## src/design/gpp_consts.svh

```systemverilog
// register offsets, reset values and field sizes of the gpio port
`ifndef GPP_CONSTS_SVH
`define GPP_CONSTS_SVH

`define GPP_PORT_PINS 32
`define GPP_ADDR_W 8

`define GPP_OFF_FUNC_SEL 8'h00
`define GPP_OFF_OUT_DATA 8'h04
`define GPP_OFF_OUT_EN 8'h08
`define GPP_OFF_IN_DATA 8'h0c
`define GPP_OFF_PULL_EN 8'h10
`define GPP_OFF_PULL_UP 8'h14
`define GPP_OFF_DRIVE_HI 8'h18
`define GPP_OFF_INT_EN 8'h1c
`define GPP_OFF_INT_EDGE 8'h20
`define GPP_OFF_INT_POL 8'h24
`define GPP_OFF_INT_FLAG 8'h28
`define GPP_OFF_WAKE_EN 8'h2c
`define GPP_OFF_WAKE_RISE 8'h30
`define GPP_OFF_WAKE_FLAG 8'h34
`define GPP_OFF_IN_EN 8'h38

`define GPP_RST_ZERO 32'h0000_0000
`define GPP_RST_IN_EN 32'hffff_ffff

`endif

```

## src/design/gpp_pkg.sv

```systemverilog
// types shared by the gpio port and its users
package gpp_pkg;

  // drive controls for one port of pads, one bit per pin
  typedef struct packed {
    logic [31:0] out;
    logic [31:0] oe;
    logic [31:0] pull_up;
    logic [31:0] pull_dn;
    logic [31:0] drive_hi;
  } gpp_pad_s;

  // signals a peripheral hands to its pins
  typedef struct packed {
    logic [31:0] out;
    logic [31:0] oe;
  } gpp_periph_s;

  typedef logic [7:0] gpp_addr_t;

endpackage

```

## src/design/gpp_port.sv

```systemverilog
// one 32-pin gpio port with apb registers, pin interrupts and wake-up
`include "gpp_consts.svh"

module gpp_port #(
  parameter int NPINS = `GPP_PORT_PINS
) (
  input wire logic pclk,
  input wire logic presetn,
  input wire logic psel,
  input wire logic penable,
  input wire logic pwrite,
  input wire gpp_pkg::gpp_addr_t paddr,
  input wire logic [31:0] pwdata,
  input wire logic [3:0] pstrb,
  output logic [31:0] prdata,
  output logic pready,
  output logic pslverr,
  input wire logic [31:0] pin_in,
  output gpp_pkg::gpp_pad_s pad,
  input wire gpp_pkg::gpp_periph_s periph,
  output logic [31:0] periph_in,
  output logic irq,
  output logic wake_req
);
  import gpp_pkg::*;

  // refuse port widths the 32-bit registers cannot hold
  if (NPINS < 1 || NPINS > `GPP_PORT_PINS) begin : g_bad_npins
    $error("gpp_port: NPINS must be 1 to 32");
  end

  // pins beyond NPINS are absent; their bits stay zero everywhere
  localparam logic [31:0] PIN_MASK = 32'hffff_ffff >> (`GPP_PORT_PINS - NPINS);

  // configuration and status registers, one bit per pin
  logic [31:0] func_sel_r;
  logic [31:0] out_data_r;
  logic [31:0] out_en_r;
  logic [31:0] in_en_r;
  logic [31:0] pull_en_r;
  logic [31:0] pull_up_r;
  logic [31:0] drive_hi_r;
  logic [31:0] int_en_r;
  logic [31:0] int_edge_r;
  logic [31:0] int_pol_r;
  logic [31:0] int_flag_r;
  logic [31:0] wake_en_r;
  logic [31:0] wake_rise_r;
  logic [31:0] wake_flag_r;
  logic [31:0] pin_prev_r;
  logic [31:0] prdata_r;
  logic pslverr_r;

  // true when the bus address selects the given register
  function automatic logic hit(input gpp_addr_t a, input gpp_addr_t off);
    return a == off;
  endfunction

  // strobe-merged write value for a register
  function automatic logic [31:0] merge(input logic [31:0] old, input logic [31:0] wd,
                                        input logic [3:0] st);
    logic [31:0] r;
    r = old;
    for (int i = 0; i < 4; i++) begin
      if (st[i]) begin
        r[8*i +: 8] = wd[8*i +: 8];
      end
    end
    return r;
  endfunction

  logic setup_ph, wr_acc;
  logic [31:0] wmask;
  assign setup_ph = psel & ~penable;
  assign wr_acc = psel & penable & pwrite;
  // byte strobes widened to a bit mask, used for write-one-to-clear registers
  assign wmask = {{8{pstrb[3]}}, {8{pstrb[2]}}, {8{pstrb[1]}}, {8{pstrb[0]}}};

  // true when the offset names one of the port's registers; anything else answers an error
  function automatic logic known_off(input gpp_addr_t a);
    logic k;
    k = 1'b0;
    unique case (a)
      `GPP_OFF_FUNC_SEL,
      `GPP_OFF_OUT_DATA,
      `GPP_OFF_OUT_EN,
      `GPP_OFF_IN_DATA,
      `GPP_OFF_PULL_EN,
      `GPP_OFF_PULL_UP,
      `GPP_OFF_DRIVE_HI,
      `GPP_OFF_INT_EN,
      `GPP_OFF_INT_EDGE,
      `GPP_OFF_INT_POL,
      `GPP_OFF_INT_FLAG,
      `GPP_OFF_WAKE_EN,
      `GPP_OFF_WAKE_RISE,
      `GPP_OFF_WAKE_FLAG,
      `GPP_OFF_IN_EN: k = 1'b1;
      default: k = 1'b0;
    endcase
    return k;
  endfunction

  logic mapped;
  assign mapped = known_off(paddr);

  // every access completes with no wait state: read data is captured in setup
  assign pready = psel & penable;
  assign prdata = prdata_r;
  assign pslverr = pslverr_r & psel & penable;

  // function select, rewritable at any time; the pad mux follows it the very next cycle
  always_ff @(posedge pclk or negedge presetn) begin
    if (!presetn) begin
      func_sel_r <= `GPP_RST_ZERO;
    end else if (wr_acc) begin
      if (hit(paddr, `GPP_OFF_FUNC_SEL)) begin
        func_sel_r <= merge(func_sel_r, pwdata, pstrb) & PIN_MASK;
      end
    end
  end

  // firmware output level, output enable and input buffer enable
  always_ff @(posedge pclk or negedge presetn) begin
    if (!presetn) begin
      out_data_r <= `GPP_RST_ZERO;
      out_en_r <= `GPP_RST_ZERO;
      in_en_r <= `GPP_RST_IN_EN & PIN_MASK;
    end else if (wr_acc) begin
      if (hit(paddr, `GPP_OFF_OUT_DATA)) begin
        out_data_r <= merge(out_data_r, pwdata, pstrb) & PIN_MASK;
      end
      if (hit(paddr, `GPP_OFF_OUT_EN)) begin
        out_en_r <= merge(out_en_r, pwdata, pstrb) & PIN_MASK;
      end
      if (hit(paddr, `GPP_OFF_IN_EN)) begin
        in_en_r <= merge(in_en_r, pwdata, pstrb) & PIN_MASK;
      end
    end
  end

  // pad electrical settings: pull choice and drive strength
  always_ff @(posedge pclk or negedge presetn) begin
    if (!presetn) begin
      pull_en_r <= `GPP_RST_ZERO;
      pull_up_r <= `GPP_RST_ZERO;
      drive_hi_r <= `GPP_RST_ZERO;
    end else if (wr_acc) begin
      if (hit(paddr, `GPP_OFF_PULL_EN)) begin
        pull_en_r <= merge(pull_en_r, pwdata, pstrb) & PIN_MASK;
      end
      if (hit(paddr, `GPP_OFF_PULL_UP)) begin
        pull_up_r <= merge(pull_up_r, pwdata, pstrb) & PIN_MASK;
      end
      if (hit(paddr, `GPP_OFF_DRIVE_HI)) begin
        drive_hi_r <= merge(drive_hi_r, pwdata, pstrb) & PIN_MASK;
      end
    end
  end

  // pin interrupt mask, detection mode and polarity
  always_ff @(posedge pclk or negedge presetn) begin
    if (!presetn) begin
      int_en_r <= `GPP_RST_ZERO;
      int_edge_r <= `GPP_RST_ZERO;
      int_pol_r <= `GPP_RST_ZERO;
    end else if (wr_acc) begin
      if (hit(paddr, `GPP_OFF_INT_EN)) begin
        int_en_r <= merge(int_en_r, pwdata, pstrb) & PIN_MASK;
      end
      if (hit(paddr, `GPP_OFF_INT_EDGE)) begin
        int_edge_r <= merge(int_edge_r, pwdata, pstrb) & PIN_MASK;
      end
      if (hit(paddr, `GPP_OFF_INT_POL)) begin
        int_pol_r <= merge(int_pol_r, pwdata, pstrb) & PIN_MASK;
      end
    end
  end

  // wake-up enable and edge choice
  always_ff @(posedge pclk or negedge presetn) begin
    if (!presetn) begin
      wake_en_r <= `GPP_RST_ZERO;
      wake_rise_r <= `GPP_RST_ZERO;
    end else if (wr_acc) begin
      if (hit(paddr, `GPP_OFF_WAKE_EN)) begin
        wake_en_r <= merge(wake_en_r, pwdata, pstrb) & PIN_MASK;
      end
      if (hit(paddr, `GPP_OFF_WAKE_RISE)) begin
        wake_rise_r <= merge(wake_rise_r, pwdata, pstrb) & PIN_MASK;
      end
    end
  end

  // pad drive; each pin's lane is built in the per-pin loop further down
  logic [31:0] oe_mux, out_mux, in_live, pull_up_mux, pull_dn_mux;
  logic [31:0] rise, fall, int_ev, wake_ev;
  assign pad.out = out_mux;
  assign pad.oe = oe_mux;
  assign pad.pull_up = pull_up_mux;
  assign pad.pull_dn = pull_dn_mux;
  assign pad.drive_hi = drive_hi_r;
  assign periph_in = pin_in & func_sel_r & PIN_MASK;

  // previous pin sample for edge detection; inputs are already synchronous
  always_ff @(posedge pclk or negedge presetn) begin
    if (!presetn) begin
      pin_prev_r <= `GPP_RST_ZERO;
    end else begin
      pin_prev_r <= pin_in & PIN_MASK;
    end
  end

  // per-pin mux, pull gating and event detection; pins past NPINS are tied off
  for (genvar i = 0; i < 32; i++) begin : g_pin
    if (i < NPINS) begin : g_live
      logic fw, oe_b, in_b, lvl_b, edge_b;
      assign fw = ~func_sel_r[i];
      // a peripheral pin ignores the firmware output and direction
      assign oe_b = fw ? out_en_r[i] : periph.oe[i];
      assign oe_mux[i] = oe_b;
      assign out_mux[i] = fw ? out_data_r[i] : periph.out[i];
      // input buffer always on for peripheral pins so they can receive
      assign in_b = in_en_r[i] | func_sel_r[i];
      assign in_live[i] = pin_in[i] & in_b;
      // a pull needs an undriven pin with its input on, so it never fights a driver
      assign pull_up_mux[i] = pull_en_r[i] & pull_up_r[i] & ~oe_b & in_b;
      assign pull_dn_mux[i] = pull_en_r[i] & ~pull_up_r[i] & ~oe_b & in_b;
      assign rise[i] = pin_in[i] & ~pin_prev_r[i];
      assign fall[i] = ~pin_in[i] & pin_prev_r[i];
      // polarity bit: 1 selects high level or rising edge
      assign lvl_b = ~(pin_in[i] ^ int_pol_r[i]);
      assign edge_b = int_pol_r[i] ? rise[i] : fall[i];
      // only input pins under firmware control raise pin interrupts
      assign int_ev[i] = (int_edge_r[i] ? edge_b : lvl_b) & in_en_r[i] & fw;
      assign wake_ev[i] = (wake_rise_r[i] ? rise[i] : fall[i]) & wake_en_r[i];
    end else begin : g_absent
      // a pin the port does not have drives nothing and reports nothing
      assign oe_mux[i] = 1'b0;
      assign out_mux[i] = 1'b0;
      assign in_live[i] = 1'b0;
      assign pull_up_mux[i] = 1'b0;
      assign pull_dn_mux[i] = 1'b0;
      assign rise[i] = 1'b0;
      assign fall[i] = 1'b0;
      assign int_ev[i] = 1'b0;
      assign wake_ev[i] = 1'b0;
    end
  end

  logic [31:0] clr_int, clr_wake;
  assign clr_int = (wr_acc && hit(paddr, `GPP_OFF_INT_FLAG)) ? (pwdata & wmask) : 32'h0000_0000;
  assign clr_wake = (wr_acc && hit(paddr, `GPP_OFF_WAKE_FLAG)) ? (pwdata & wmask) :
                    32'h0000_0000;

  // sticky pending flags; a new event beats a same-cycle write-one-to-clear.
  // a level interrupt re-pends each cycle its level holds, so clear after the source.
  always_ff @(posedge pclk or negedge presetn) begin
    if (!presetn) begin
      int_flag_r <= `GPP_RST_ZERO;
    end else begin
      int_flag_r <= ((int_flag_r & ~clr_int) | int_ev) & PIN_MASK;
    end
  end

  // wake flags record edges only on pins with wake enabled; every flag reaches the request
  always_ff @(posedge pclk or negedge presetn) begin
    if (!presetn) begin
      wake_flag_r <= `GPP_RST_ZERO;
    end else begin
      wake_flag_r <= ((wake_flag_r & ~clr_wake) | wake_ev) & PIN_MASK;
    end
  end

  // one port-wide interrupt line; it looks ahead at the flag's next value to save a cycle
  always_ff @(posedge pclk or negedge presetn) begin
    if (!presetn) begin
      irq <= 1'b0;
    end else begin
      irq <= |(((int_flag_r & ~clr_int) | int_ev) & int_en_r);
    end
  end

  // one wake request line, high while any wake flag stands
  always_ff @(posedge pclk or negedge presetn) begin
    if (!presetn) begin
      wake_req <= 1'b0;
    end else begin
      wake_req <= |((wake_flag_r & ~clr_wake) | wake_ev);
    end
  end

  // read data captured during setup; unmapped addresses read zero with an error
  logic [31:0] rd_mux;
  always_comb begin
    rd_mux = 32'h0000_0000;
    unique case (1'b1)
      hit(paddr, `GPP_OFF_FUNC_SEL): rd_mux = func_sel_r;
      hit(paddr, `GPP_OFF_OUT_DATA): rd_mux = out_data_r;
      hit(paddr, `GPP_OFF_OUT_EN): rd_mux = out_en_r;
      hit(paddr, `GPP_OFF_IN_DATA): rd_mux = in_live;
      hit(paddr, `GPP_OFF_PULL_EN): rd_mux = pull_en_r;
      hit(paddr, `GPP_OFF_PULL_UP): rd_mux = pull_up_r;
      hit(paddr, `GPP_OFF_DRIVE_HI): rd_mux = drive_hi_r;
      hit(paddr, `GPP_OFF_INT_EN): rd_mux = int_en_r;
      hit(paddr, `GPP_OFF_INT_EDGE): rd_mux = int_edge_r;
      hit(paddr, `GPP_OFF_INT_POL): rd_mux = int_pol_r;
      hit(paddr, `GPP_OFF_INT_FLAG): rd_mux = int_flag_r;
      hit(paddr, `GPP_OFF_WAKE_EN): rd_mux = wake_en_r;
      hit(paddr, `GPP_OFF_WAKE_RISE): rd_mux = wake_rise_r;
      hit(paddr, `GPP_OFF_WAKE_FLAG): rd_mux = wake_flag_r;
      hit(paddr, `GPP_OFF_IN_EN): rd_mux = in_en_r;
      default: rd_mux = 32'h0000_0000;
    endcase
  end

  // read data taken at the setup edge, so the access phase never waits
  always_ff @(posedge pclk or negedge presetn) begin
    if (!presetn) begin
      prdata_r <= 32'h0000_0000;
    end else if (setup_ph) begin
      prdata_r <= pwrite ? 32'h0000_0000 : rd_mux;
    end
  end

  // error flag for an unmapped offset, shown only in the access phase
  always_ff @(posedge pclk or negedge presetn) begin
    if (!presetn) begin
      pslverr_r <= 1'b0;
    end else if (setup_ph) begin
      pslverr_r <= ~mapped;
    end
  end

endmodule // gpp_port

```

## config.mk

```make
export PLATFORM = sky130hd
export DESIGN_NAME = gpp_port
export DESIGN_NICKNAME = d
export VERILOG_FILES = /design/src/design/gpp_pkg.sv /design/src/design/gpp_port.sv
export VERILOG_INCLUDE_DIRS = /design/src /design/src/design
export SDC_FILE = /design/constraint.sdc
export NUM_CORES = 1
export LEC_CHECK = 0
export ABC_AREA = 0
export ABC_CLOCK_PERIOD_IN_PS = 1730
export BUFFER_PORTS_ARGS = -buffer_cell sky130_fd_sc_hd__buf_4
export CAP_MARGIN = 25
export CORE_MARGIN = 1.5
export CORE_UTILIZATION = 40
export CTS_CLUSTER_DIAMETER = 30
export DETAILED_ROUTE_END_ITERATION = 8
export PLACE_DENSITY = 0.71
export SYNTH_ARGS = -nofsm -noshare
export SYNTH_HDL_FRONTEND = slang
export SYNTH_SLANG_ARGS = --single-unit
```

## constraint.sdc

```tcl
create_clock -name pclk -period 1.73 [get_ports pclk]
set_input_delay 0.2595 -clock pclk [delete_from_list [all_inputs] [get_ports pclk]]
set_output_delay 0.2595 -clock pclk [all_outputs]
set_load 0.02 [all_outputs]
```

==> results_dict.tcl <==
set metrics [dict create \
    outcome "finished with violations" \
    violations "negative setup slack" \
    drive_gt1_share_pct 55.7 \
    die_w_um 256 \
    power.leakage_nw 20.1 \
    ys_async_sr_fraction_pct 100 \
    synth_seq_cells 515 \
    reg2reg_depth 8 \
    r2r-start "int_pol_r[4]" \
    grtUsageTotal_pct 32.7 \
    pre_cts_ws_ns -1.42 \
    synth-adder-area-share_pct 0 \
    worstSetupPathType "register to primary output" \
    ant_nets 0 \
    synth_xor_area_share_pct 0 \
    synth_flop_cell "dfrtp_1" \
    crit_required_ns 1.47 \
    hp-start "pin_in[16]" \
    finalWorstSetupSlack_ns -0.500 \
    synth_cell_type_count 53 \
    critPathLaunchType "register" \
    hold_viol_final 0 \
    clock_latency_ns 0.66 \
    fin_crit_ns 2.23 \
    final_core_util_pct 66.1 \
    synth_simple_gate_area_share_pct 13.2 \
    holdPathStages 3 \
    drc 0 \
    min_path_type "input port to register" \
    grt_pass1_vias 26000 \
    grt_max_degree 78 \
    rows 92 \
    worst_pin_slew_ns 0.717 \
    max_freq_ghz 0.448 \
    clk_pin_slew_ns 0.05 \
    slew_headroom_pct 52.2 \
    drtPass1Iterations 6 \
    core_area_um2 63200 \
    io_pins 373 \
    cts_tree "yes" \
    root_buffer "clkbuf_16" \
    die_y_um 256 \
    vdd_drop_max_uv 891 \
    finalSetupViolCount 180 \
    wl_per_cell_um 26.2 \
    drt-initial-drc-count 2775 \
    place_area_um2 33500 \
    cp-end-kind "primary output" \
    synthMuxAreaShare_pct 19.7 \
    netlist_area_um2 25600 \
    synth_nets 2458 \
    dieArea_um2 65600 \
    skew_ns 0.0237 \
    clock_sinks 515 \
    netlist_instances 2313 \
    instances_no_fill 4278 \
    post_drt_via_cell_ratio 5.90 \
    dp_cells 3852 \
    vias 25200 \
    routed_wl_mm 112 \
    final.period_utilization_pct 129 \
    dp_hpwl_mm 77.5 \
    powerDensity_nw_per_um2 929 \
    synth-compound-area-share_pct 13.3 \
    grt_overflow 0 \
    htreeDepth 3 \
    cts_buffers 116 \
    syn_to_final_growth_pct 62.8 \
    synth_top_family_by_area "multiplexers" \
    nets 3475 \
    cap_violations 0 \
    min_to "int_flag_r[16]" \
    rr_endpoint "irq" \
    place_congestion 0.964 \
    n_antenna_cell 0 \
    fillers 4487 \
    arrival_ns 1.97 \
    seq_area_frac_synth_pct 50.4 \
    rsz0062_at_grt "yes" \
    reg2reg_slack_ns -0.46 \
    synth_edf_count 0 \
    grt_pass1_wl_mm 163 \
    final_area_um2 41700 \
    clk_path_buf_depth 3 \
    numPortBuffers 372 \
    antenna_found_initial 1 \
    final_max_slew_viol_count 0 \
    start_util_pct 40.6 \
    synth.avg_cell_area_um2 11.1 \
    crit_fanout 3 \
    ys_warn_count 0 \
]
report_power, final:
part | switching [mW] | internal (mW)
Combinational | 1.23 | 1.07
Clock | 7.27 | 16.6
Sequential | 0.250 | 12.3
kinds of logic (layout without fill, tap and decap cells):
logic type / count (synthesis) / after routing
AOI/OAI and AO/OA: 467 / 467
buffers and inverters: 194 / 1313
DFF: 515 / 515
muxes: 449 / 449
and+or+nand+nor: 688 / 688
worst max-delay path by stage:
stage                         from  endpoint  slack (ns)  cells past startpoint
floorplan                 paddr[1]       irq       -0.88                      9
global placement          paddr[3]  wake_req       -1.41                     11
detailed placement        paddr[3]  wake_req       -1.42                     11
CTS                 func_sel_r[31]   pad[95]       -0.52                      4
global route        func_sel_r[16]   pad[80]       -0.56                      4
finish              func_sel_r[31]   pad[95]       -0.50                      4
area by class of cell:
| type | count | area (um2) | area share, % |
|---|---|---|---|
| Clock buffer | 150 | 3220 | 7.72 |
| Clock inverter | 70 | 1030 | 2.48 |
| Inverter | 50 | 188 | 0.450 |
| Multi-Input combinational cell | 1604 | 13400 | 32.1 |
| Sequential cell | 515 | 12900 | 31.0 |
| Tap cell | 846 | 1060 | 2.54 |
| Timing Repair Buffer | 1043 | 9920 | 23.8 |
worst max-delay path, stage by stage, from the launching register on:
cell and delay, ns:
dfrtp_1 0.38, buf_6 0.13, mux2_4 0.32, nor4bb_4 0.30
buf_4 0.19
cells in the mapped netlist, types with 3 or more instances:
library cell / count / share of area [%]
mux2_2: 449 / 20
a22o_1: 48 / 1.6
nor4bb_1: 4 / 0.16
buf_2: 8 / 0.16
nor4_1: 11 / 0.27
a2111oi_0: 6 / 0.20
nand2_1: 291 / 4.3
and3_1: 11 / 0.27
nor3_4: 6 / 0.38
a22oi_1: 118 / 3.5
a221oi_1: 14 / 0.48
or2_2: 4 / 0.098
nand4_1: 38 / 0.93
a222oi_1: 57 / 2.2
nor3_1: 64 / 1.2
nor4b_1: 4 / 0.14
buf_1: 3 / 0.044
nor2_1: 79 / 1.2
a221o_1: 13 / 0.51
buf_4: 34 / 1.0
inv_1: 50 / 0.73
dfrtp_1: 483 / 47
nand3_1: 61 / 1.2
dfstp_2: 32 / 3.3
a21boi_0: 12 / 0.35
and2_1: 45 / 1.1
o21ai_0: 109 / 2.1
nor3b_1: 6 / 0.18
a32o_1: 3 / 0.12
a2bb2oi_1: 4 / 0.14
a31oi_1: 13 / 0.32
nand3b_1: 5 / 0.15
clkbuf_1: 97 / 1.4
a21o_1: 18 / 0.53
a21oi_1: 42 / 0.82
nand2b_1: 43 / 1.0
routing by layer:
layer,global-route usage [%],up-vias,share of wire (%)
met2,52.9,1524,47
li1,-,10700,-
met1,41.3,12700,38
met5,0,-,0.0098
met3,7.38,358,9.2
met4,15.7,2,5.2
metrics by stage:
stage	power [mW]	hold slack, ns	setup TNS (ns)
floorplan	13.2	-0.0361	-194.77
global placement	14.7	0.172	-267.46
global route	39.7	0.0260	-46.59
detailed placement	14.7	0.171	-278.90
CTS	38.7	0.00433	-38.49
finish	38.8	0.00258	-39.20
layout by cell type (no fill, tap or decap), types with 12 or more instances in the layout:
cell / netlist / layout
a21o_1: 18 / 18
a21oi_1: 42 / 42
a221o_1: 13 / 13
a222oi_1: 57 / 57
a22o_1: 48 / 47
a22oi_1: 118 / 114
and2_1: 45 / 14
and2_4: 0 / 31
buf_12: 0 / 74
buf_4: 34 / 667
buf_6: 2 / 239
bufinv_16: 0 / 24
clkbuf_1: 97 / 17
clkbuf_16: 0 / 122
clkbuf_8: 0 / 15
clkinv_2: 0 / 22
clkinvlp_4: 0 / 12
dfrtp_1: 483 / 470
dfrtp_2: 0 / 13
dfstp_2: 32 / 32
dlygate4sd3_1: 0 / 52
inv_1: 50 / 50
mux2_2: 449 / 399
mux2_4: 0 / 50
nand2_1: 291 / 251
nand2_2: 0 / 16
nand2_4: 0 / 14
nand2b_1: 43 / 42
nand3_1: 61 / 61
nand4_1: 38 / 38
nor2_1: 79 / 63
nor3_2: 2 / 40
nor3_4: 6 / 26
o21ai_0: 109 / 74
o21ai_2: 0 / 22
timing repair:
item,CTS,global route
endpoints found under the setup margin,284,286
hold buffers,52,0
pin swaps,72,82
cloned,2,5
hold endpoints to repair,457,0
setup buffers,102,71
gates resized for setup,413,180
(Power assumes the default switching activity.)
